File: config.mk
export PLATFORM = sky130hd
export DESIGN_NAME = fps_sequencer
export DESIGN_NICKNAME = d
export VERILOG_FILES = /design/src/inc/fps_pkg.sv /design/src/verilog/fps_sync.sv /design/src/verilog/fps_sequencer.sv
export SDC_FILE = /design/constraint.sdc
export NUM_CORES = 1
export LEC_CHECK = 0
export BUFFER_PORTS_ARGS = -buffer_cell sky130_fd_sc_hd__buf_4
export CAP_MARGIN = 0
export CORE_MARGIN = 1.5
export CORE_UTILIZATION = 58
export CTS_CLUSTER_DIAMETER = 40
export DETAILED_ROUTE_END_ITERATION = 10
export GPL_ROUTABILITY_DRIVEN = 0
export PLACE_DENSITY = 0.92
export RECOVER_POWER = 100
export SLEW_MARGIN = 10
export SYNTH_ARGS = -nofsm -noshare
export SYNTH_HDL_FRONTEND = slang
export SYNTH_HIERARCHICAL = 1
export SYNTH_SLANG_ARGS = --single-unit
File: constraint.sdc
create_clock -name CLK -period 2.8 [get_ports CLK]
set_input_delay 0.14 -clock CLK [delete_from_list [all_inputs] [get_ports CLK]]
set_output_delay 0.14 -clock CLK [all_outputs]
set_load 0.005 [all_outputs]
File: src/inc/fps_pkg.sv
package fps_pkg;

  // ----------------------------------------------------------------------
  // Clock and timing.
  // ----------------------------------------------------------------------
  localparam int unsigned CLK_PERIOD_NS   = 10;       // 100 MHz system clock.
  localparam int unsigned OV_DELAY_NS     = 2500;     // Plateau sampling delay after turn-off.
  localparam int unsigned DEBOUNCE_MS     = 75;       // Auto-recovery fault debounce time.
  localparam int unsigned SOFTSTART_MS    = 4;        // Soft-start ramp time.
  localparam int unsigned NS_PER_MS       = 1000000;  // Unit conversion.
  // A least time rounds up to whole cycles.
  localparam int unsigned OV_DELAY_CYC    = (OV_DELAY_NS + CLK_PERIOD_NS - 1) / CLK_PERIOD_NS;
  localparam int unsigned DEBOUNCE_CYC_DEF = (DEBOUNCE_MS * NS_PER_MS) / CLK_PERIOD_NS;
  localparam int unsigned SS_CYC_DEF      = (SOFTSTART_MS * NS_PER_MS) / CLK_PERIOD_NS;
  localparam int unsigned SS_STEPS        = 256;      // Levels in the current-limit ramp.
  localparam int unsigned SS_STEP_CYC_DEF = SS_CYC_DEF / SS_STEPS;

  // ----------------------------------------------------------------------
  // Fault counting and levels.
  // ----------------------------------------------------------------------
  localparam logic [1:0] OV_FAULT_COUNT   = 2'h3;     // Consecutive over-voltage samples to trip.
  localparam logic [7:0] SS_LEVEL_MAX     = 8'hff;    // Full current-limit threshold.
  localparam logic [3:0] VALLEY_BURST     = 4'h8;     // Valley count held during burst.

  // ----------------------------------------------------------------------
  // Synchronised comparator vector layout.
  // ----------------------------------------------------------------------
  localparam int SYNC_W     = 12;
  localparam int IN_FB_LOW  = 0;   // Feedback level below burst gate threshold.
  localparam int IN_OV      = 1;   // Aux winding over-voltage comparator.
  localparam int IN_PWM     = 2;   // Gate pulse from the PWM core.
  localparam int IN_SUP_ON  = 3;   // Supply at or above turn-on level.
  localparam int IN_LOCKOUT = 4;   // Supply at or below lockout off level.
  localparam int IN_LATCH_H = 5;   // Supply at or above latch-high level.
  localparam int IN_SUP_OV  = 6;   // Supply over-voltage.
  localparam int IN_OVLD    = 7;   // Overload fault condition.
  localparam int IN_OVCUR   = 8;   // Overcurrent fault condition.
  localparam int IN_OVPWR   = 9;   // Overpower fault condition.
  localparam int IN_OPEN    = 10;  // Open-loop fault condition.
  localparam int IN_FLOAT   = 11;  // Floating pin detected.

  // ----------------------------------------------------------------------
  // Register map (byte addresses) and fields.
  // ----------------------------------------------------------------------
  localparam logic [3:0]  REG_CTRL      = 4'h0;
  localparam logic [3:0]  REG_STATUS    = 4'h4;
  localparam logic [3:0]  REG_IRQ_STAT  = 4'h8;
  localparam logic [3:0]  REG_IRQ_MASK  = 4'hc;
  localparam logic        CTRL_RESET    = 1'h1;     // Switching enabled after reset.
  localparam logic [3:0]  IRQ_MASK_RESET = 4'h0;
  localparam int          IRQ_W         = 4;
  localparam int          IRQ_LATCH     = 0;        // Latch-type fault entered.
  localparam int          IRQ_AUTO      = 1;        // Auto-recovery fault entered.
  localparam int          IRQ_BURST     = 2;        // Burst off interval entered.
  localparam int          IRQ_RESTART   = 3;        // Soft-start began.
  localparam int          ST_STATE_LSB  = 0;        // Status: state code, bits 2:0.
  localparam int          ST_GATE       = 3;
  localparam int          ST_HV         = 4;
  localparam int          ST_BURST      = 5;
  localparam int          ST_OVCNT_LSB  = 6;        // Status: over-voltage count, bits 7:6.
  localparam int          ST_LEVEL_LSB  = 8;        // Status: current-limit level, bits 15:8.

  // ----------------------------------------------------------------------
  // Sequencer states, Gray coded along startup, soft-start, run, fault.
  // ----------------------------------------------------------------------
  typedef enum logic [2:0] {
    ST_STARTUP  = 3'h0,
    ST_SOFT     = 3'h1,
    ST_RUN      = 3'h3,
    ST_AUTO_OFF = 3'h2,
    ST_LATCHED  = 3'h6
  } fps_state_t;

endpackage : fps_pkg

File: src/verilog/fps_sync.sv
`timescale 1ns/1ps
// Two-flop synchroniser for a vector of independent comparator levels.
module fps_sync #(
  parameter int W = 1
) (
  input  wire logic         clk,
  input  wire logic         rst_n,
  input  wire logic         ce,
  input  wire logic [W-1:0] d,
  output logic      [W-1:0] q
);

  // ----------------------------------------------------------------------
  // Synchroniser stages.
  // ----------------------------------------------------------------------
  logic [W-1:0] meta_q;  // First stage, read only by the second stage.

  // Both stages freeze with the clock enable so the whole block stops together.
  always_ff @(posedge clk or negedge rst_n) begin
    if (!rst_n) begin
      meta_q <= '0;
      q      <= '0;
    end else if (ce) begin
      meta_q <= d;
      q      <= meta_q;
    end
  end

endmodule : fps_sync

File: src/verilog/fps_sequencer.sv
`timescale 1ns/1ps
// Overview of operation
// - Feedback below threshold suppresses all gate pulses.
// - Feedback back above threshold resumes switching.
// - Sample over-voltage a fixed delay after turn-off.
// - Each over-voltage sample increments consecutive counter.
// - Three consecutive over-voltage samples latch the fault.
// - A clean sample clears the counter silently.
// - Latched: charge at lockout, stop at latch-high.
// - Latched state clears only on power-down reset.
// - Debounced overload-type faults trigger auto-recovery.
// - Auto-recovery fault stops switching immediately.
// - Lockout level during auto-recovery restarts startup.
// - Restart resumes if fault gone, else repeats.
// - Supply over-voltage is a latch-type fault.
// - Floating pin triggers auto-recovery without debounce.
// - Each restart ramps current limit in soft-start.
// - Switch only between turn-on and lockout levels.
// - Burst mode fixes valley count at maximum.
module fps_sequencer
  import fps_pkg::*;
#(
  parameter int unsigned DEBOUNCE_CYC = DEBOUNCE_CYC_DEF,
  parameter int unsigned SS_STEP_CYC  = SS_STEP_CYC_DEF
) (
  input  wire logic        CLK,
  input  wire logic        RST_N,
  input  wire logic        CE,
  input  wire logic        FB_BELOW_MIN,
  input  wire logic        OV_CMP,
  input  wire logic        PWM_ON,
  input  wire logic        SUPPLY_ON,
  input  wire logic        SUPPLY_LOCKOUT,
  input  wire logic        SUPPLY_LATCH_HIGH,
  input  wire logic        SUPPLY_OV,
  input  wire logic        OVERLOAD,
  input  wire logic        OVERCURRENT,
  input  wire logic        OVERPOWER,
  input  wire logic        OPEN_LOOP,
  input  wire logic        PIN_FLOAT,
  input  wire logic [3:0]  VALLEY_REQ,
  input  wire logic [3:0]  AVS_ADDRESS,
  input  wire logic        AVS_READ,
  input  wire logic        AVS_WRITE,
  input  wire logic [31:0] AVS_WRITEDATA,
  output logic      [31:0] AVS_READDATA,
  output logic             AVS_WAITREQUEST,
  output logic             GATE_EN,
  output logic             HV_CHARGE_EN,
  output logic      [7:0]  CS_LIMIT_LEVEL,
  output logic      [3:0]  VALLEY_LOCK,
  output logic             IRQ
);

  // ----------------------------------------------------------------------
  // Helpers.
  // ----------------------------------------------------------------------
  // Saturating increment, shared by the long counters.
  function automatic logic [31:0] fps_inc(input logic [31:0] v);
    fps_inc = (v == 32'hffffffff) ? v : v + 32'h1;
  endfunction : fps_inc

  // ----------------------------------------------------------------------
  // Input synchronisation.
  // ----------------------------------------------------------------------
  logic [SYNC_W-1:0] raw;   // Comparator levels as they arrive.
  logic [SYNC_W-1:0] s;     // Comparator levels on the internal clock.

  assign raw = {PIN_FLOAT, OPEN_LOOP, OVERPOWER, OVERCURRENT, OVERLOAD, SUPPLY_OV,
                SUPPLY_LATCH_HIGH, SUPPLY_LOCKOUT, SUPPLY_ON, PWM_ON, OV_CMP, FB_BELOW_MIN};

  // All analog comparators pass through two flops before any use.
  fps_sync #(.W(SYNC_W)) u_sync (
    .clk   (CLK),
    .rst_n (RST_N),
    .ce    (CE),
    .d     (raw),
    .q     (s)
  );

  logic fb_low;     // Burst gate request.
  logic ov;         // Plateau above over-voltage threshold.
  logic lockout;    // Supply down at lockout off level.
  logic auto_cond;  // Any debounced auto-recovery condition.
  assign fb_low    = s[IN_FB_LOW];
  assign ov        = s[IN_OV];
  assign lockout   = s[IN_LOCKOUT];
  assign auto_cond = s[IN_OVLD] | s[IN_OVCUR] | s[IN_OVPWR] | s[IN_OPEN];

  // ----------------------------------------------------------------------
  // State declarations.
  // ----------------------------------------------------------------------
  fps_state_t     state_q, state_d;   // Sequencer state.
  logic           pwm_prev_q;         // Gate pulse one cycle ago.
  logic           smp_busy_q;         // Plateau delay running.
  logic [8:0]     smp_cnt_q;          // Cycles since turn-off.
  logic [1:0]     ov_cnt_q;           // Consecutive over-voltage samples.
  logic [31:0]    deb_cnt_q;          // Cycles the auto condition has held.
  logic [31:0]    ss_tick_q;          // Cycles within one ramp step.
  logic           burst_q;            // Burst off interval active.
  logic           ctrl_en_q;          // Software switching enable.
  logic [IRQ_W-1:0] irq_stat_q;       // Sticky event bits.
  logic [IRQ_W-1:0] irq_mask_q;       // Interrupt enables.
  logic           wait_q;             // Bus wait state flop.

  logic pwm_fall;     // Gate turn-off seen.
  logic smp_now;      // Plateau sample strobe.
  logic ov_trip;      // Third consecutive over-voltage sample.
  logic latch_now;    // Any latch-type fault this cycle.
  logic auto_now;     // Any auto-recovery fault this cycle.
  logic switching;    // Next state allows gate pulses.

  assign pwm_fall = pwm_prev_q & ~s[IN_PWM];
  assign smp_now  = smp_busy_q && (smp_cnt_q == 9'(OV_DELAY_CYC - 1));
  assign ov_trip  = smp_now && ov && (ov_cnt_q == OV_FAULT_COUNT - 2'h1);
  assign latch_now = ov_trip | s[IN_SUP_OV];
  // The debounce needs the condition to outlast the interval; floating pins do not wait.
  assign auto_now  = (auto_cond && (deb_cnt_q >= DEBOUNCE_CYC)) | s[IN_FLOAT];
  assign switching = (state_d == ST_SOFT) || (state_d == ST_RUN);

  // ----------------------------------------------------------------------
  // Sequencer state machine.
  // ----------------------------------------------------------------------
  // Latch faults are tested first in every state, so they win over everything.
  always_comb begin
    state_d = state_q;
    unique case (state_q)
      ST_STARTUP: begin
        if (latch_now) begin
          state_d = ST_LATCHED;
        end else if (s[IN_SUP_ON]) begin
          state_d = ST_SOFT;
        end
      end
      ST_SOFT, ST_RUN: begin
        if (latch_now) begin
          state_d = ST_LATCHED;
        end else if (auto_now) begin
          state_d = ST_AUTO_OFF;
        end else if (lockout) begin
          state_d = ST_STARTUP;
        end else if (state_q == ST_SOFT && CS_LIMIT_LEVEL == SS_LEVEL_MAX) begin
          state_d = ST_RUN;
        end
      end
      ST_AUTO_OFF: begin
        if (latch_now) begin
          state_d = ST_LATCHED;
        end else if (lockout) begin
          state_d = ST_STARTUP;
        end
      end
      ST_LATCHED: begin
        state_d = ST_LATCHED;
      end
      default: begin
        state_d = ST_LATCHED; // An illegal code is treated as the safe stop.
      end
    endcase
  end

  // Only the asynchronous power-down reset leaves the latched state.
  always_ff @(posedge CLK or negedge RST_N) begin
    if (!RST_N) begin
      state_q <= ST_STARTUP;
    end else if (CE) begin
      state_q <= state_d;
    end
  end

  // ----------------------------------------------------------------------
  // Plateau sampling after turn-off.
  // ----------------------------------------------------------------------
  // A new turn-off restarts the delay; ringing before the delay is never sampled.
  always_ff @(posedge CLK or negedge RST_N) begin
    if (!RST_N) begin
      pwm_prev_q <= 1'b0;
      smp_busy_q <= 1'b0;
      smp_cnt_q  <= 9'h0;
    end else if (CE) begin
      pwm_prev_q <= s[IN_PWM];
      if (pwm_fall) begin
        smp_busy_q <= 1'b1;
        smp_cnt_q  <= 9'h0;
      end else if (smp_now) begin
        smp_busy_q <= 1'b0;
      end else if (smp_busy_q) begin
        smp_cnt_q <= smp_cnt_q + 9'h1;
      end
    end
  end

  // Consecutive over-voltage counter; cleared outside switching.
  always_ff @(posedge CLK or negedge RST_N) begin
    if (!RST_N) begin
      ov_cnt_q <= 2'h0;
    end else if (CE) begin
      if (!switching) begin
        ov_cnt_q <= 2'h0;
      end else if (smp_now) begin
        if (!ov || ov_trip) begin
          ov_cnt_q <= 2'h0;
        end else begin
          ov_cnt_q <= ov_cnt_q + 2'h1;
        end
      end
    end
  end

  // ----------------------------------------------------------------------
  // Auto-recovery debounce.
  // ----------------------------------------------------------------------
  // Any gap in the condition restarts the count, so only a continuous fault trips.
  always_ff @(posedge CLK or negedge RST_N) begin
    if (!RST_N) begin
      deb_cnt_q <= 32'h0;
    end else if (CE) begin
      if (!auto_cond || !switching) begin
        deb_cnt_q <= 32'h0;
      end else begin
        deb_cnt_q <= fps_inc(deb_cnt_q);
      end
    end
  end

  // ----------------------------------------------------------------------
  // Soft-start ramp of the current limit.
  // ----------------------------------------------------------------------
  always_ff @(posedge CLK or negedge RST_N) begin
    if (!RST_N) begin
      ss_tick_q      <= 32'h0;
      CS_LIMIT_LEVEL <= 8'h0;
    end else if (CE) begin
      if (state_d != ST_SOFT && state_d != ST_RUN) begin
        ss_tick_q      <= 32'h0;
        CS_LIMIT_LEVEL <= 8'h0;
      end else if (state_q == ST_SOFT && CS_LIMIT_LEVEL != SS_LEVEL_MAX) begin
        if (ss_tick_q >= SS_STEP_CYC - 1) begin
          ss_tick_q      <= 32'h0;
          CS_LIMIT_LEVEL <= CS_LIMIT_LEVEL + 8'h1;
        end else begin
          ss_tick_q <= fps_inc(ss_tick_q);
        end
      end
    end
  end

  // ----------------------------------------------------------------------
  // Gate, burst, valley and supply charging outputs.
  // ----------------------------------------------------------------------
  // The gate uses the next state, so a fault removes it on the very edge it is seen.
  always_ff @(posedge CLK or negedge RST_N) begin
    if (!RST_N) begin
      GATE_EN     <= 1'b0;
      burst_q     <= 1'b0;
      VALLEY_LOCK <= 4'h0;
    end else if (CE) begin
      GATE_EN     <= switching && !fb_low && ctrl_en_q;
      burst_q     <= switching && fb_low;
      VALLEY_LOCK <= fb_low ? VALLEY_BURST : VALLEY_REQ;
    end
  end

  // Startup current while recharging; hysteretic charging while latched.
  always_ff @(posedge CLK or negedge RST_N) begin
    if (!RST_N) begin
      HV_CHARGE_EN <= 1'b1;
    end else if (CE) begin
      unique case (state_d)
        ST_STARTUP: HV_CHARGE_EN <= 1'b1;
        ST_LATCHED: begin
          if (lockout) begin
            HV_CHARGE_EN <= 1'b1;
          end else if (s[IN_LATCH_H]) begin
            HV_CHARGE_EN <= 1'b0;
          end
        end
        default: HV_CHARGE_EN <= 1'b0;
      endcase
    end
  end

  // ----------------------------------------------------------------------
  // Avalon-MM slave and interrupt logic.
  // ----------------------------------------------------------------------
  logic             take;     // Request accepted on this edge.
  logic [IRQ_W-1:0] ev;       // Events raised this cycle.
  logic [IRQ_W-1:0] rd_clr;   // Bits returned by a read of the status.
  logic [IRQ_W-1:0] stat_d;   // Next sticky status.
  logic [31:0]      rd_mux;   // Read data selected by address.

  assign take   = (AVS_READ || AVS_WRITE) && !wait_q;
  assign ev[IRQ_LATCH]   = (state_d == ST_LATCHED) && (state_q != ST_LATCHED);
  assign ev[IRQ_AUTO]    = (state_d == ST_AUTO_OFF) && (state_q != ST_AUTO_OFF);
  assign ev[IRQ_BURST]   = switching && fb_low && !burst_q;
  assign ev[IRQ_RESTART] = (state_d == ST_SOFT) && (state_q != ST_SOFT);
  // Only the bits that went out on the bus are cleared, and a new event still wins.
  assign rd_clr = (take && AVS_READ && AVS_ADDRESS == REG_IRQ_STAT) ?
                  AVS_READDATA[IRQ_W-1:0] : '0;
  assign stat_d = (irq_stat_q & ~rd_clr) | ev;

  always_comb begin
    rd_mux = 32'h0;
    unique case (AVS_ADDRESS)
      REG_CTRL:     rd_mux[0] = ctrl_en_q;
      REG_STATUS: begin
        rd_mux[ST_STATE_LSB +: 3] = state_q;
        rd_mux[ST_GATE]           = GATE_EN;
        rd_mux[ST_HV]             = HV_CHARGE_EN;
        rd_mux[ST_BURST]          = burst_q;
        rd_mux[ST_OVCNT_LSB +: 2] = ov_cnt_q;
        rd_mux[ST_LEVEL_LSB +: 8] = CS_LIMIT_LEVEL;
      end
      REG_IRQ_STAT: rd_mux[IRQ_W-1:0] = irq_stat_q;
      REG_IRQ_MASK: rd_mux[IRQ_W-1:0] = irq_mask_q;
      default:      rd_mux = 32'h0;
    endcase
  end

  // One wait state: data is captured in the first cycle and stands in the second.
  always_ff @(posedge CLK or negedge RST_N) begin
    if (!RST_N) begin
      wait_q          <= 1'b1;
      AVS_WAITREQUEST <= 1'b1;
      AVS_READDATA    <= 32'h0;
    end else if (CE) begin
      wait_q          <= !((AVS_READ || AVS_WRITE) && wait_q);
      AVS_WAITREQUEST <= !((AVS_READ || AVS_WRITE) && wait_q);
      if (AVS_READ && wait_q) begin
        AVS_READDATA <= rd_mux;
      end
    end
  end

  // Register writes land on the accepting edge; unmapped writes are dropped.
  always_ff @(posedge CLK or negedge RST_N) begin
    if (!RST_N) begin
      ctrl_en_q  <= CTRL_RESET;
      irq_mask_q <= IRQ_MASK_RESET;
    end else if (CE && take && AVS_WRITE) begin
      if (AVS_ADDRESS == REG_CTRL) begin
        ctrl_en_q <= AVS_WRITEDATA[0];
      end
      if (AVS_ADDRESS == REG_IRQ_MASK) begin
        irq_mask_q <= AVS_WRITEDATA[IRQ_W-1:0];
      end
    end
  end

  // Sticky status and the level interrupt, both from flops.
  always_ff @(posedge CLK or negedge RST_N) begin
    if (!RST_N) begin
      irq_stat_q <= '0;
      IRQ        <= 1'b0;
    end else if (CE) begin
      irq_stat_q <= stat_d;
      IRQ        <= |(stat_d & irq_mask_q);
    end
  end

  // ----------------------------------------------------------------------
  // Assertions.
  // ----------------------------------------------------------------------
  property p_burst_off;
    @(posedge CLK) disable iff (!RST_N) (CE && fb_low) |=> !GATE_EN;
  endproperty
  a_burst_off: assert property (p_burst_off) else $error("gate pulse during burst off");

  property p_burst_on;
    @(posedge CLK) disable iff (!RST_N)
      (CE && !fb_low && ctrl_en_q && state_q == ST_RUN && state_d == ST_RUN) |=> GATE_EN;
  endproperty
  a_burst_on: assert property (p_burst_on) else $error("switching not resumed");

  property p_sample_delay;
    @(posedge CLK) disable iff (!RST_N)
      (CE && pwm_fall) ##1 (CE && !pwm_fall) [*8] |-> !smp_now;
  endproperty
  a_sample_delay: assert property (p_sample_delay) else $error("plateau sampled early");

  property p_ov_count;
    @(posedge CLK) disable iff (!RST_N)
      (CE && switching && smp_now && ov && ov_cnt_q < 2'h2) |=> ov_cnt_q == $past(ov_cnt_q) + 2'h1;
  endproperty
  a_ov_count: assert property (p_ov_count) else $error("over-voltage count not advanced");

  property p_ov_latch;
    @(posedge CLK) disable iff (!RST_N)
      (CE && ov_trip && state_q != ST_LATCHED) |=> (state_q == ST_LATCHED && !GATE_EN);
  endproperty
  a_ov_latch: assert property (p_ov_latch) else $error("third over-voltage did not latch");

  property p_ov_clear;
    @(posedge CLK) disable iff (!RST_N) (CE && smp_now && !ov) |=> ov_cnt_q == 2'h0;
  endproperty
  a_ov_clear: assert property (p_ov_clear) else $error("over-voltage count not cleared");

  property p_latch_charge;
    @(posedge CLK) disable iff (!RST_N)
      (CE && state_q == ST_LATCHED && lockout) |=> HV_CHARGE_EN;
  endproperty
  a_latch_charge: assert property (p_latch_charge) else $error("latched supply not charged");

  property p_latch_hold;
    @(posedge CLK) disable iff (!RST_N) (state_q == ST_LATCHED) |=> (state_q == ST_LATCHED);
  endproperty
  a_latch_hold: assert property (p_latch_hold) else $error("latched state released");

  property p_auto_stop;
    @(posedge CLK) disable iff (!RST_N)
      (CE && state_q == ST_RUN && auto_now && !latch_now) |=> (state_q == ST_AUTO_OFF && !GATE_EN);
  endproperty
  a_auto_stop: assert property (p_auto_stop) else $error("auto fault did not stop gate");

  property p_auto_restart;
    @(posedge CLK) disable iff (!RST_N)
      (CE && state_q == ST_AUTO_OFF && lockout && !latch_now) |=> state_q == ST_STARTUP;
  endproperty
  a_auto_restart: assert property (p_auto_restart) else $error("no restart at lockout");

endmodule : fps_sequencer

==> reports/metrics.cfg, run 1 <==
[synth]
synth_top_flop_cell=sky130_fd_sc_hd__dfrtp_1
postSynth.asyncResetShare_pct=100
synth.yosys.warnings=6
synth_cell_type_count=73
yosys_register_bits=146
post_synth_instance_area_um2=7400
mapped_avg_cell_area_um2=10.4
synth.yosys.seq_area_share_pct=49.5
number_of_synthesized_flops_with_an_enable_pin=0
post_synth_inst_count=714

[global_routing]
antenna_found_initial=0
grt_pass1_vias=5844
grt_util_met1_pct=34.8
grt_first_pass_wirelength_um=28100
met2_usage_pct=43.6
m3_gr_usage_pct=5.28
grt_max_degree=84
grt_busiest_layer=met2
gr-total-overflow=0
global_route.usage.total_pct=26.8

[critical_path]
path_depth=9
timing.critical_path.max_delay_family=simple AND/OR/NAND/NOR gates
timing.setup.critical_path_class=reg -> reg
worst-path-max-fanout=14
cp_cell_sequence=ha_1, nand3_1, or3_1, and4b_1, o211ai_2, buf_4, nand4_1, xor2_1, nor2_1
r2r.worst_path.cells=9
setup.worst_path.start_class=flip-flop
data_arrival_time_at_the_worst_slack_endpoint_ns=2.91
cp_data_required_time_ns=3.10
slowest_stage_cell_cp=sky130_fd_sc_hd__dfrtp_1
delay_of_the_slowest_cell_on_the_worst_path_ns=0.46
critical_path_buf_inv_count=1
critical_path.endpoint_type=flip-flop

[timing]
skew_ns=0.00742
min_period_over_period_pct=93.3
finalHoldViolCount=0
setup_viol=0
period_needed_ns=2.61
setup_total_negative_slack_ns=0
max_slew_margin_pct=-37.1
slew_viol_final=83
timing.fmax_mhz=383
hold-worst-slack_ns=0.0658
timing_worst_slew_pin_value_ns=2.06
setup_repair_after_global_routing_missed_its_margin=false

[pwr]
power_frac_comb_pct=8.5
p_total_mw=5.18
p_per_area_nw_per_um2=599
power.static_leakage_nw=3.76
seq_power_share_pct=45.8
swShare_pct=24.9
ir_worst_vdd_mv=0.523
power_frac_clock_pct=45.6
internal-power_mw=3.89
net-switching-power_mw=1.29

[floorplan]
die_h_um=116
std_cell_rows=41
pin_count=105
die-area_um2=13400
initial_util_pct=59.1
die_wd_um=116
floorplan.core_area_um2=12500

[routing]
wl_per_cell_um=17.4
detailed_route_drc_error_count=0
ant_nets=0
postRouteWirelength_um=17200
drtIter0Drc=612
firstDrtPassIters=5
vias_per_cell=6.05
vias=5973

[flow_run]
max_cap_violations=1

[run_status]
status=complete, but fails checks
failed_checks=capacitance limit, slew limit

[clocking]
post_cts_resized=0
worst_skew_pair.late_latency_ns=0.43
clkSinkCount=146
cts-htree-levels=4
max-clock-path-buffers=2
cts_inserted_buffers=17
ctsRootBufferMaster=sky130_fd_sc_hd__clkbuf_16
path_clk_slew_ns=0.06
cts_tree=done

[layout]
design.final.nets=868
drive_gt1_share_pct=15.5
layout.filler_cells=900
layoutNonFillerInstCount=987
antennaDiodeCount=0
syn_to_final_growth_pct=17.0

[hold_path]
min_path_cells=3
worstHoldPathType=in -> reg

[placed_design]
numPortBuffers=60
dp_cells=932
detailedPlacementHpwl_um=11300

==> registers in the layout, summed over array words and instances, names as in the netlist, 2 cells and up <==
| signal | count |
|---|---|
| AVS_READDATA | 16 |
| CS_LIMIT_LEVEL | 8 |
| VALLEY_LOCK | 4 |
| deb_cnt_q | 32 |
| irq_mask_q | 4 |
| irq_stat_q | 4 |
| ov_cnt_q | 2 |
| smp_cnt_q | 9 |
| ss_tick_q | 32 |
| state_q | 3 |
| u_sync/meta_q | 12 |
| u_sync/q | 12 |
==> tightest hold or removal path, cell delays in order <==
cell                      delay [ns]
sky130_fd_sc_hd__buf_4          0.10
sky130_fd_sc_hd__or3_1          0.13
sky130_fd_sc_hd__o21ai_0        0.07
==> area by class of cell <==
type	instances	area, um2	share of cell area (%)
clock buffers	19	443	5.12
flip-flops and latches	146	3660	42.3
well taps	172	215	2.49
clock inverters	13	175	2.02
multi-input cells	516	3330	38.5
inverters	23	86.3	0.997
repair buffers	98	751	8.67
==> stage by stage <==
step | worst slack [ns] | util (%) | instance area, um2
final | 0.187 | 69.2 | 8660
after CTS | 0.287 | 70.3 | 8800
after floorplan | 0.758 | - | 7450
after global placement | 0.437 | 63.5 | 7950
after global routing | 0.0193 | 69.2 | 8660
after detailed placement | 0.394 | 63.5 | 7950
==> synthesized netlist by cell type (all sizes together) (18+ instances only) <==
| cell type | number | area, um2 |
|---|---|---|
| nand2 | 52 | 198 |
| o21ai | 38 | 201 |
| nand4 | 36 | 240 |
| nand3 | 40 | 200 |
| nor3 | 18 | 90.1 |
| and2 | 18 | 113 |
| inv | 23 | 86.3 |
| nor2 | 65 | 246 |
| xor2 | 27 | 236 |
| buf | 35 | 265 |
| a21oi | 22 | 121 |
| mux2 | 31 | 424 |
| dfrtp | 143 | 3580 |
==> kinds of logic (layout without fill, tap and decap cells) <==
group                    Yosys count  in the layout  share of synthesized area (%)
XOR/XNOR                          33             33                           3.91
AO/OA/AOI/OAI                    124            124                           11.8
adder cells (fa/ha/maj)            9              9                           1.52
other                              1             16                         0.0507
AND/OR/NAND/NOR                  301            301                           21.9
multiplexers                      33             33                           6.17
flip-flops                       146            146                           49.5
buffers and inverters             67            153                           5.21
==> power groups by stage <==
stage          clock [mW]  sequential (mW)  combinational [mW]
2_1_floorplan           0             2.36               0.299
3_3_place_gp            0             2.40               0.427
3_5_place_dp            0             2.41               0.447
4_1_cts              2.38             2.37               0.478
5_1_grt              2.47             2.39               0.494
6_report             2.36             2.38               0.443
==> layer usage <==
layer  part of all wire, %  wire [um]
met4                   2.5        433
met1                    42       7280
met2                    49       8450
met3                   6.1       1050
met5                     0          0
==> repair_timing <==
| item | 4_1_cts | 5_1_grt |
|---|---|---|
| hold buffers | 23 | 0 |
| hold endpoints to repair | 100 | 0 |
| buffers inserted | 0 | 0 |
| setup endpoints to repair | 0 | 0 |
==> layout by cell type, fill, tap and decap left out, types with 7 or more instances in the layout <==
| cell | instances |
|---|---|
| sky130_fd_sc_hd__inv_1 | 23 |
| sky130_fd_sc_hd__and3_1 | 12 |
| sky130_fd_sc_hd__and2_0 | 11 |
| sky130_fd_sc_hd__conb_1 | 16 |
| sky130_fd_sc_hd__buf_4 | 33 |
| sky130_fd_sc_hd__a22o_1 | 14 |
| sky130_fd_sc_hd__nor2_1 | 64 |
| sky130_fd_sc_hd__mux2_1 | 17 |
| sky130_fd_sc_hd__nand2_1 | 52 |
| sky130_fd_sc_hd__mux2_2 | 11 |
| sky130_fd_sc_hd__dlygate4sd3_1 | 23 |
| sky130_fd_sc_hd__nor3_1 | 18 |
| sky130_fd_sc_hd__ha_1 | 9 |
| sky130_fd_sc_hd__and2_1 | 7 |
| sky130_fd_sc_hd__clkbuf_4 | 25 |
| sky130_fd_sc_hd__dfrtp_1 | 143 |
| sky130_fd_sc_hd__or3_1 | 12 |
| sky130_fd_sc_hd__nand3_1 | 40 |
| sky130_fd_sc_hd__o21ai_0 | 35 |
| sky130_fd_sc_hd__clkbuf_16 | 17 |
| sky130_fd_sc_hd__nand4_1 | 35 |
| sky130_fd_sc_hd__clkbuf_1 | 13 |
| sky130_fd_sc_hd__nor4_1 | 12 |
| sky130_fd_sc_hd__a21oi_1 | 19 |
| sky130_fd_sc_hd__xor2_1 | 27 |
==> path summary, 6_finish.rpt <==
kind                                  start               end  slack (ns)
max                            deb_cnt_q[0]      deb_cnt_q[9]        0.19
min                          AVS_ADDRESS[0]   AVS_READDATA[3]        0.07
max reg2reg                    deb_cnt_q[0]      deb_cnt_q[9]        0.19
min reg2reg                u_sync/meta_q[8]  u_sync/meta_q[8]        0.50
max in group asynchronous             RST_N      deb_cnt_q[2]        0.49
min in group asynchronous             RST_N    VALLEY_LOCK[1]        0.82
Note: power is estimated with default switching activity, not from simulation.
==> run 2: changes to the inputs <==
CORE_UTILIZATION = 30   (was 58)
PLACE_DENSITY = 0.58   (was 0.92)
SYNTH_HIERARCHICAL = not set   (was 1)
==> run 2 against run 1 <==
  * The flow still finishes with violations (capacitance limit, slew limit)
  * Clock power is 7% lower
  * Routed wire length is 5.0% lower
  * Sequential power is 2% lower
  * Sequential cell count stayed put
  * Worst hold slack worse by 0.00080 ns
  * Sequential share of layout area is 0.40 points lower
  * Register-to-register slack better by 0.02 ns
  * Final area is 0.95% higher
  * First-iteration DRC count is 36% lower
==> reports/metrics.cfg, run 2 <==
[floorplan]
floorplan.core_area_um2=23400
die-area_um2=24700
initial_util_pct=30.4
die_wd_um=157
std_cell_rows=56
pin_count=105
die_h_um=157

[pwr]
p_per_area_nw_per_um2=567
net-switching-power_mw=1.25
power.static_leakage_nw=3.73
power_frac_comb_pct=8.6
seq_power_share_pct=47.2
ir_worst_vdd_mv=0.333
internal-power_mw=3.71
power_frac_clock_pct=44.2
swShare_pct=25.2
p_total_mw=4.95

[critical_path]
setup.worst_path.start_class=flip-flop
worst-path-max-fanout=9
regToRegEndpoint=ss_tick_q[7]
critical_path_origin=deb_cnt_q[15]
timing.setup.critical_path_class=reg -> reg
slowest_stage_cell_cp=sky130_fd_sc_hd__or4_1
cp_data_required_time_ns=3.10
data_arrival_time_at_the_worst_slack_endpoint_ns=2.89
critical_path.endpoint_type=flip-flop
delay_of_the_slowest_cell_on_the_worst_path_ns=0.54
r2r.worst_path.cells=7
r2r_start=deb_cnt_q[15]
worstSetupEndpoint=ss_tick_q[7]
cp_cell_sequence=or4_1, a311o_1, a21oi_2, o2111ai_1, and2_1, nand2_2, o21ai_0
timing.reg2reg.setup_slack_ns=0.20

[routing]
drtIter0Drc=393
vias_per_cell=4.85
wl_per_cell_um=14.7
ant_nets=0
firstDrtPassIters=4
vias=5416
detailed_route_drc_error_count=0
postRouteWirelength_um=16400

[synth]
post_synth_inst_count=683
mapped_avg_cell_area_um2=10.4
post_synth_main_area_contributors=sky130_fd_sc_hd__dfrtp_1, sky130_fd_sc_hd__mux2_2, sky130_fd_sc_hd__nor2_1
synth_largest_area_cell=sky130_fd_sc_hd__dfrtp_1
number_of_synthesized_flops_with_an_enable_pin=0
synth_top_flop_cell=sky130_fd_sc_hd__dfrtp_1
yosys_register_bits=146
synthTopCellsByCount=sky130_fd_sc_hd__dfrtp_1, sky130_fd_sc_hd__nor2_1, sky130_fd_sc_hd__nand2_1
synth_cell_type_count=68
synth_largest_type_area_fraction_pct=50.3
synth.yosys.warnings=0
postSynth.asyncResetShare_pct=100
synth.yosys.seq_area_share_pct=51.4
synth_most_common_cell=sky130_fd_sc_hd__dfrtp_1
post_synth_instance_area_um2=7120

[clocking]
path_clk_slew_ns=0.06
cts_tree=done
max-clock-path-buffers=2
cts-htree-levels=4
postCtsSetupBuffers=0
cts_inserted_buffers=17
post_cts_resized=0
clkSinkCount=146
ctsRootBufferMaster=sky130_fd_sc_hd__clkbuf_16
worst_skew_pair.late_latency_ns=0.43

[global_routing]
grt_max_degree=76
global_route.usage.total_pct=14.1
grt_pass1_vias=5248
gr-total-overflow=0
grt_first_pass_wirelength_um=27200
antenna_found_initial=0

[timing]
setup_viol=0
setup_repair_after_global_routing_missed_its_margin=false
timing_worst_slew_pin_value_ns=1.95
period_needed_ns=2.60
setup_total_negative_slack_ns=0
finalHoldViolCount=0
slew_viol_final=107
skew_ns=0.00876
min_period_over_period_pct=92.7
timing.fmax_mhz=385
max_slew_margin_pct=-29.7

[layout]
syn_to_final_growth_pct=22.7
layout_common_cells=sky130_fd_sc_hd__dfrtp_1, sky130_fd_sc_hd__nor2_1, sky130_fd_sc_hd__nand2_1
design.final.nets=850
layoutNonFillerInstCount=1116
antennaDiodeCount=0
drive_gt1_share_pct=18.9
layout.cell_area.non_filler_um2=8740
biggestRegsByFlops=deb_cnt_q: 32 flops, ss_tick_q: 32 flops, AVS_READDATA: 16 flops
most_common_library_cell_in_the_layout_ignoring_fill_and_taps=sky130_fd_sc_hd__dfrtp_1
register_area_um2=3660
layout.filler_cells=2331
multiInputGateArea_um2=3250

[hold_path]
worstHoldPathType=in -> reg

[placed_design]
dp_cells=1061
placed_area_um2=8010
numPortBuffers=60
detailedPlacementHpwl_um=11200

[run_status]
failed_checks=capacitance limit, slew limit
status=complete, but fails checks

[flow_run]
max_cap_violations=2

==> run 2: cell count changes after synthesis, sizes merged, moves of 3 or more <==
cell / previous run / this run
nand2b: 3 / 8
inv: 23 / 15
clkbuf: 9 / 16
nor2b: 3 / 6
nand3: 40 / 31
or3: 12 / 6
nand4: 36 / 20
buf: 35 / 22
nor2: 65 / 62
xnor2: 6 / 11
xor2: 27 / 22
==> run 2: cells by family (layout without fill, tap and decap cells) <==
logic type | after synthesis | in the layout | synth area share (%)
muxes | 37 | 37 | 5.96
xor gates and xnor gates | 33 | 33 | 4.06
adders and majority gates | 9 | 9 | 1.58
and+or+nand+nor | 277 | 277 | 20.4
DFF | 146 | 146 | 51.4
buffers and inverters | 53 | 152 | 3.88
AOI/OAI and AO/OA | 127 | 127 | 12.7
other | 1 | 16 | 0.0527
==> run 2: per-stage QoR <==
step           hold slack (ns)  setup slack [ns]  utilization, %
2_1_floorplan           -0.156             0.434               -
6_report                0.0650             0.204            37.3
4_1_cts                 0.0501             0.175            37.6
5_1_grt                 0.0621            0.0329            37.3
3_5_place_dp             0.229             0.189            34.2
3_3_place_gp             0.232             0.225            34.2
==> run 2: what timing repair did <==
action,in CTS,in global routing
setup endpoints to repair,0,0
hold endpoints to repair,91,0
hold buffers,23,0
==> run 2: final cells by class <==
type / instances / area share (%)
well taps: 319 / 4.57
repair buffers: 105 / 9.32
inverters: 15 / 0.644
clock inverters: 11 / 1.20
flip-flops and latches: 146 / 41.9
clock buffers: 21 / 5.27
multi-input cells: 499 / 37.1
==> run 2: how the worst min path moves through the flow <==
stage	slack [ns]	startpoint	to	cells past startpoint
2_1_floorplan	-0.16	RST_N	AVS_READDATA[0]	0
3_3_place_gp	0.23	RST_N	AVS_READDATA[14]	1
3_5_place_dp	0.23	RST_N	AVS_READDATA[14]	1
4_1_cts	0.05	CE	VALLEY_LOCK[3]	2
5_1_grt	0.06	AVS_ADDRESS[0]	AVS_READDATA[0]	3
6_report	0.07	CE	VALLEY_LOCK[3]	2
==> run 2: power by group through the flow <==
stage | Sequential [mW] | Clock, mW | Combinational (mW)
global route | 2.35 | 2.33 | 0.485
global placement | 2.37 | 0 | 0.409
floorplan | 2.34 | 0 | 0.253
finish | 2.34 | 2.19 | 0.427
detailed placement | 2.38 | 0 | 0.416
CTS | 2.34 | 2.24 | 0.444
==> run 2: critical path: cells and delay by family, from the launching register on <==
kind	cells	cell delay, ns
simple gates	3	1.08
flops	1	0.44
compound gates	4	0.95
==> run 2: metal layers <==
metal / up-vias / track usage [%] / routed length, um
met1: 2631 / 19.8 / 8170
li1: 2657 / - / -
met5: - / 0 / 0
met4: 0 / 4.63 / 214
met3: 17 / 3.47 / 800
met2: 111 / 21.1 / 7170
==> run 3: changes to the inputs <==
clock period = 2.81 ns   (was 2.8 ns; I/O delays follow)
==> run 3 against run 2 <==
  * Largest power group is now clock
  * Worst setup slack better by 0.0034 ns
  * Non-clock buffer count unchanged
  * Critical path depth is the same
  * The run still ends with capacitance limit, slew limit left
  * Maximum frequency is 0.25% lower
  * Final cell count unchanged
  * Register-to-register slack about the same
==> reports/metrics.cfg, run 3 (synthesized netlist as in run 2, its figures left out) <==
[routing]
drtIter0Drc=297
postRouteWirelength_um=16300
detailed_route_drc_error_count=0
vias=5450
ant_nets=0
wl_per_cell_um=14.6
vias_per_cell=4.88
firstDrtPassIters=4

[timing]
setup_repair_after_global_routing_missed_its_margin=false
setup_viol=0
timing.fmax_mhz=384
timing.final.ws_setup_ns=0.208
timing_worst_slew_pin_value_ns=2.09
setup_total_negative_slack_ns=0
finalHoldViolCount=0
min_period_over_period_pct=92.6
skew_ns=0.0126
slew_viol_final=112
period_needed_ns=2.60
max_slew_margin_pct=-39.0

[layout]
layout.cell_area.non_filler_um2=8820
layoutNonFillerInstCount=1116
layout_common_cells=sky130_fd_sc_hd__dfrtp_1, sky130_fd_sc_hd__nor2_1, sky130_fd_sc_hd__nand2_1
final_core_util_pct=37.7
register_area_um2=3660
layout.filler_cells=2334
design.final.nets=850
drive_gt1_share_pct=19.4
syn_to_final_growth_pct=23.9
antennaDiodeCount=0
most_common_library_cell_in_the_layout_ignoring_fill_and_taps=sky130_fd_sc_hd__dfrtp_1
multiInputGateArea_um2=3260
biggestRegsByFlops=deb_cnt_q: 32 flops, ss_tick_q: 32 flops, AVS_READDATA: 16 flops

[global_routing]
grt_pass1_vias=5237
antenna_found_initial=0
grt_max_degree=81
gr-total-overflow=0
global_route.usage.total_pct=13.8
grt_first_pass_wirelength_um=26800

[critical_path]
timing.critical_path.max_delay_family=compound AO/OA/AOI/OAI gates
critical_path.endpoint_type=flip-flop
slowest_stage_cell_cp=sky130_fd_sc_hd__or4_1
critical_path_buf_inv_count=0
delay_of_the_slowest_cell_on_the_worst_path_ns=0.54
worst-path-max-fanout=6
setup.worst_path.start_class=flip-flop
timing.setup.critical_path_class=reg -> reg
cp_data_required_time_ns=3.15
cp_cell_sequence=or4_1, a311o_1, a21o_2, a21oi_2, nand2_1, nand4bb_1, o21ai_0
data_arrival_time_at_the_worst_slack_endpoint_ns=2.94

[flow_run]
max_cap_violations=2

[clocking]
clkSinkCount=146
cts-htree-levels=4
postCtsSetupBuffers=0
cts_inserted_buffers=17
cts_tree=done
ctsRootBufferMaster=sky130_fd_sc_hd__clkbuf_16
max-clock-path-buffers=2
path_clk_slew_ns=0.06
worst_skew_pair.late_latency_ns=0.43

[pwr]
net-switching-power_mw=1.28
power_frac_clock_pct=47.3
internal-power_mw=3.95
power_frac_comb_pct=8.2
swShare_pct=24.4
power.static_leakage_nw=3.78
ir_worst_vdd_mv=0.464
seq_power_share_pct=44.5
p_per_area_nw_per_um2=593

[floorplan]
initial_util_pct=30.4
std_cell_rows=56
die-area_um2=24700
pin_count=105
die_wd_um=157
die_h_um=157
floorplan.core_area_um2=23400

[placed_design]
placed_area_um2=8010
dp_cells=1061
detailedPlacementHpwl_um=11100
numPortBuffers=60
place_worst_setup_slack_ns=0.208

[run_status]
status=complete, but fails checks
failed_checks=capacitance limit, slew limit

[hold_path]
worstHoldPathType=in -> reg

run 3: through the flow:
| step | hold slack [ns] | power (mW) |
|---|---|---|
| detailed placement | 0.246 | 2.78 |
| global placement | 0.248 | 2.78 |
| CTS | 0.0545 | 5.30 |
| floorplan | -0.155 | 2.58 |
| finish | 0.0684 | 5.23 |
| global route | 0.0674 | 5.45 |
run 3: metal layers:
layer | routed length [um] | vias to the layer above | GRT usage [%]
li1 | - | 2657 | -
met1 | 8320 | 2674 | 19.7
met2 | 7230 | 104 | 20.8
met3 | 553 | 15 | 3.30
met4 | 207 | 0 | 4.22
met5 | 0 | - | 0
run 3: worst paths after layout:
path,from,end,slack (ns),cells past startpoint
setup reg to reg,deb_cnt_q[15],ov_cnt_q[1],0.21,7
hold / removal,CE,VALLEY_LOCK[3],0.07,2
setup / recovery,deb_cnt_q[15],ov_cnt_q[1],0.21,7
hold reg to reg,ss_tick_q[9],ss_tick_q[9],0.50,1
max in group asynchronous,RST_N,u_sync.q[4],0.59,3
min in group asynchronous,RST_N,AVS_READDATA[11],0.83,2
run 3: area by class of cell:
type                            count  area share, %
Sequential cell                   146           41.4
Clock buffer                       18           4.98
Timing Repair Buffer              105           9.24
Inverter                           15          0.638
Tap cell                          319           4.52
Multi-Input combinational cell    499           36.9
Clock inverter                     14           2.28
run 3: power by group through the flow:
stage	clock network, mW	registers (mW)	logic [mW]
final	2.47	2.33	0.430
after global routing	2.62	2.35	0.486
after CTS	2.53	2.33	0.446
after detailed placement	0	2.37	0.417
after global placement	0	2.36	0.413
after floorplan	0	2.33	0.252
run 3: repair_timing:
item,CTS,global route
setup endpoints to repair,0,5
hold buffers,23,0
gates resized for setup,0,2
hold endpoints to repair,98,0
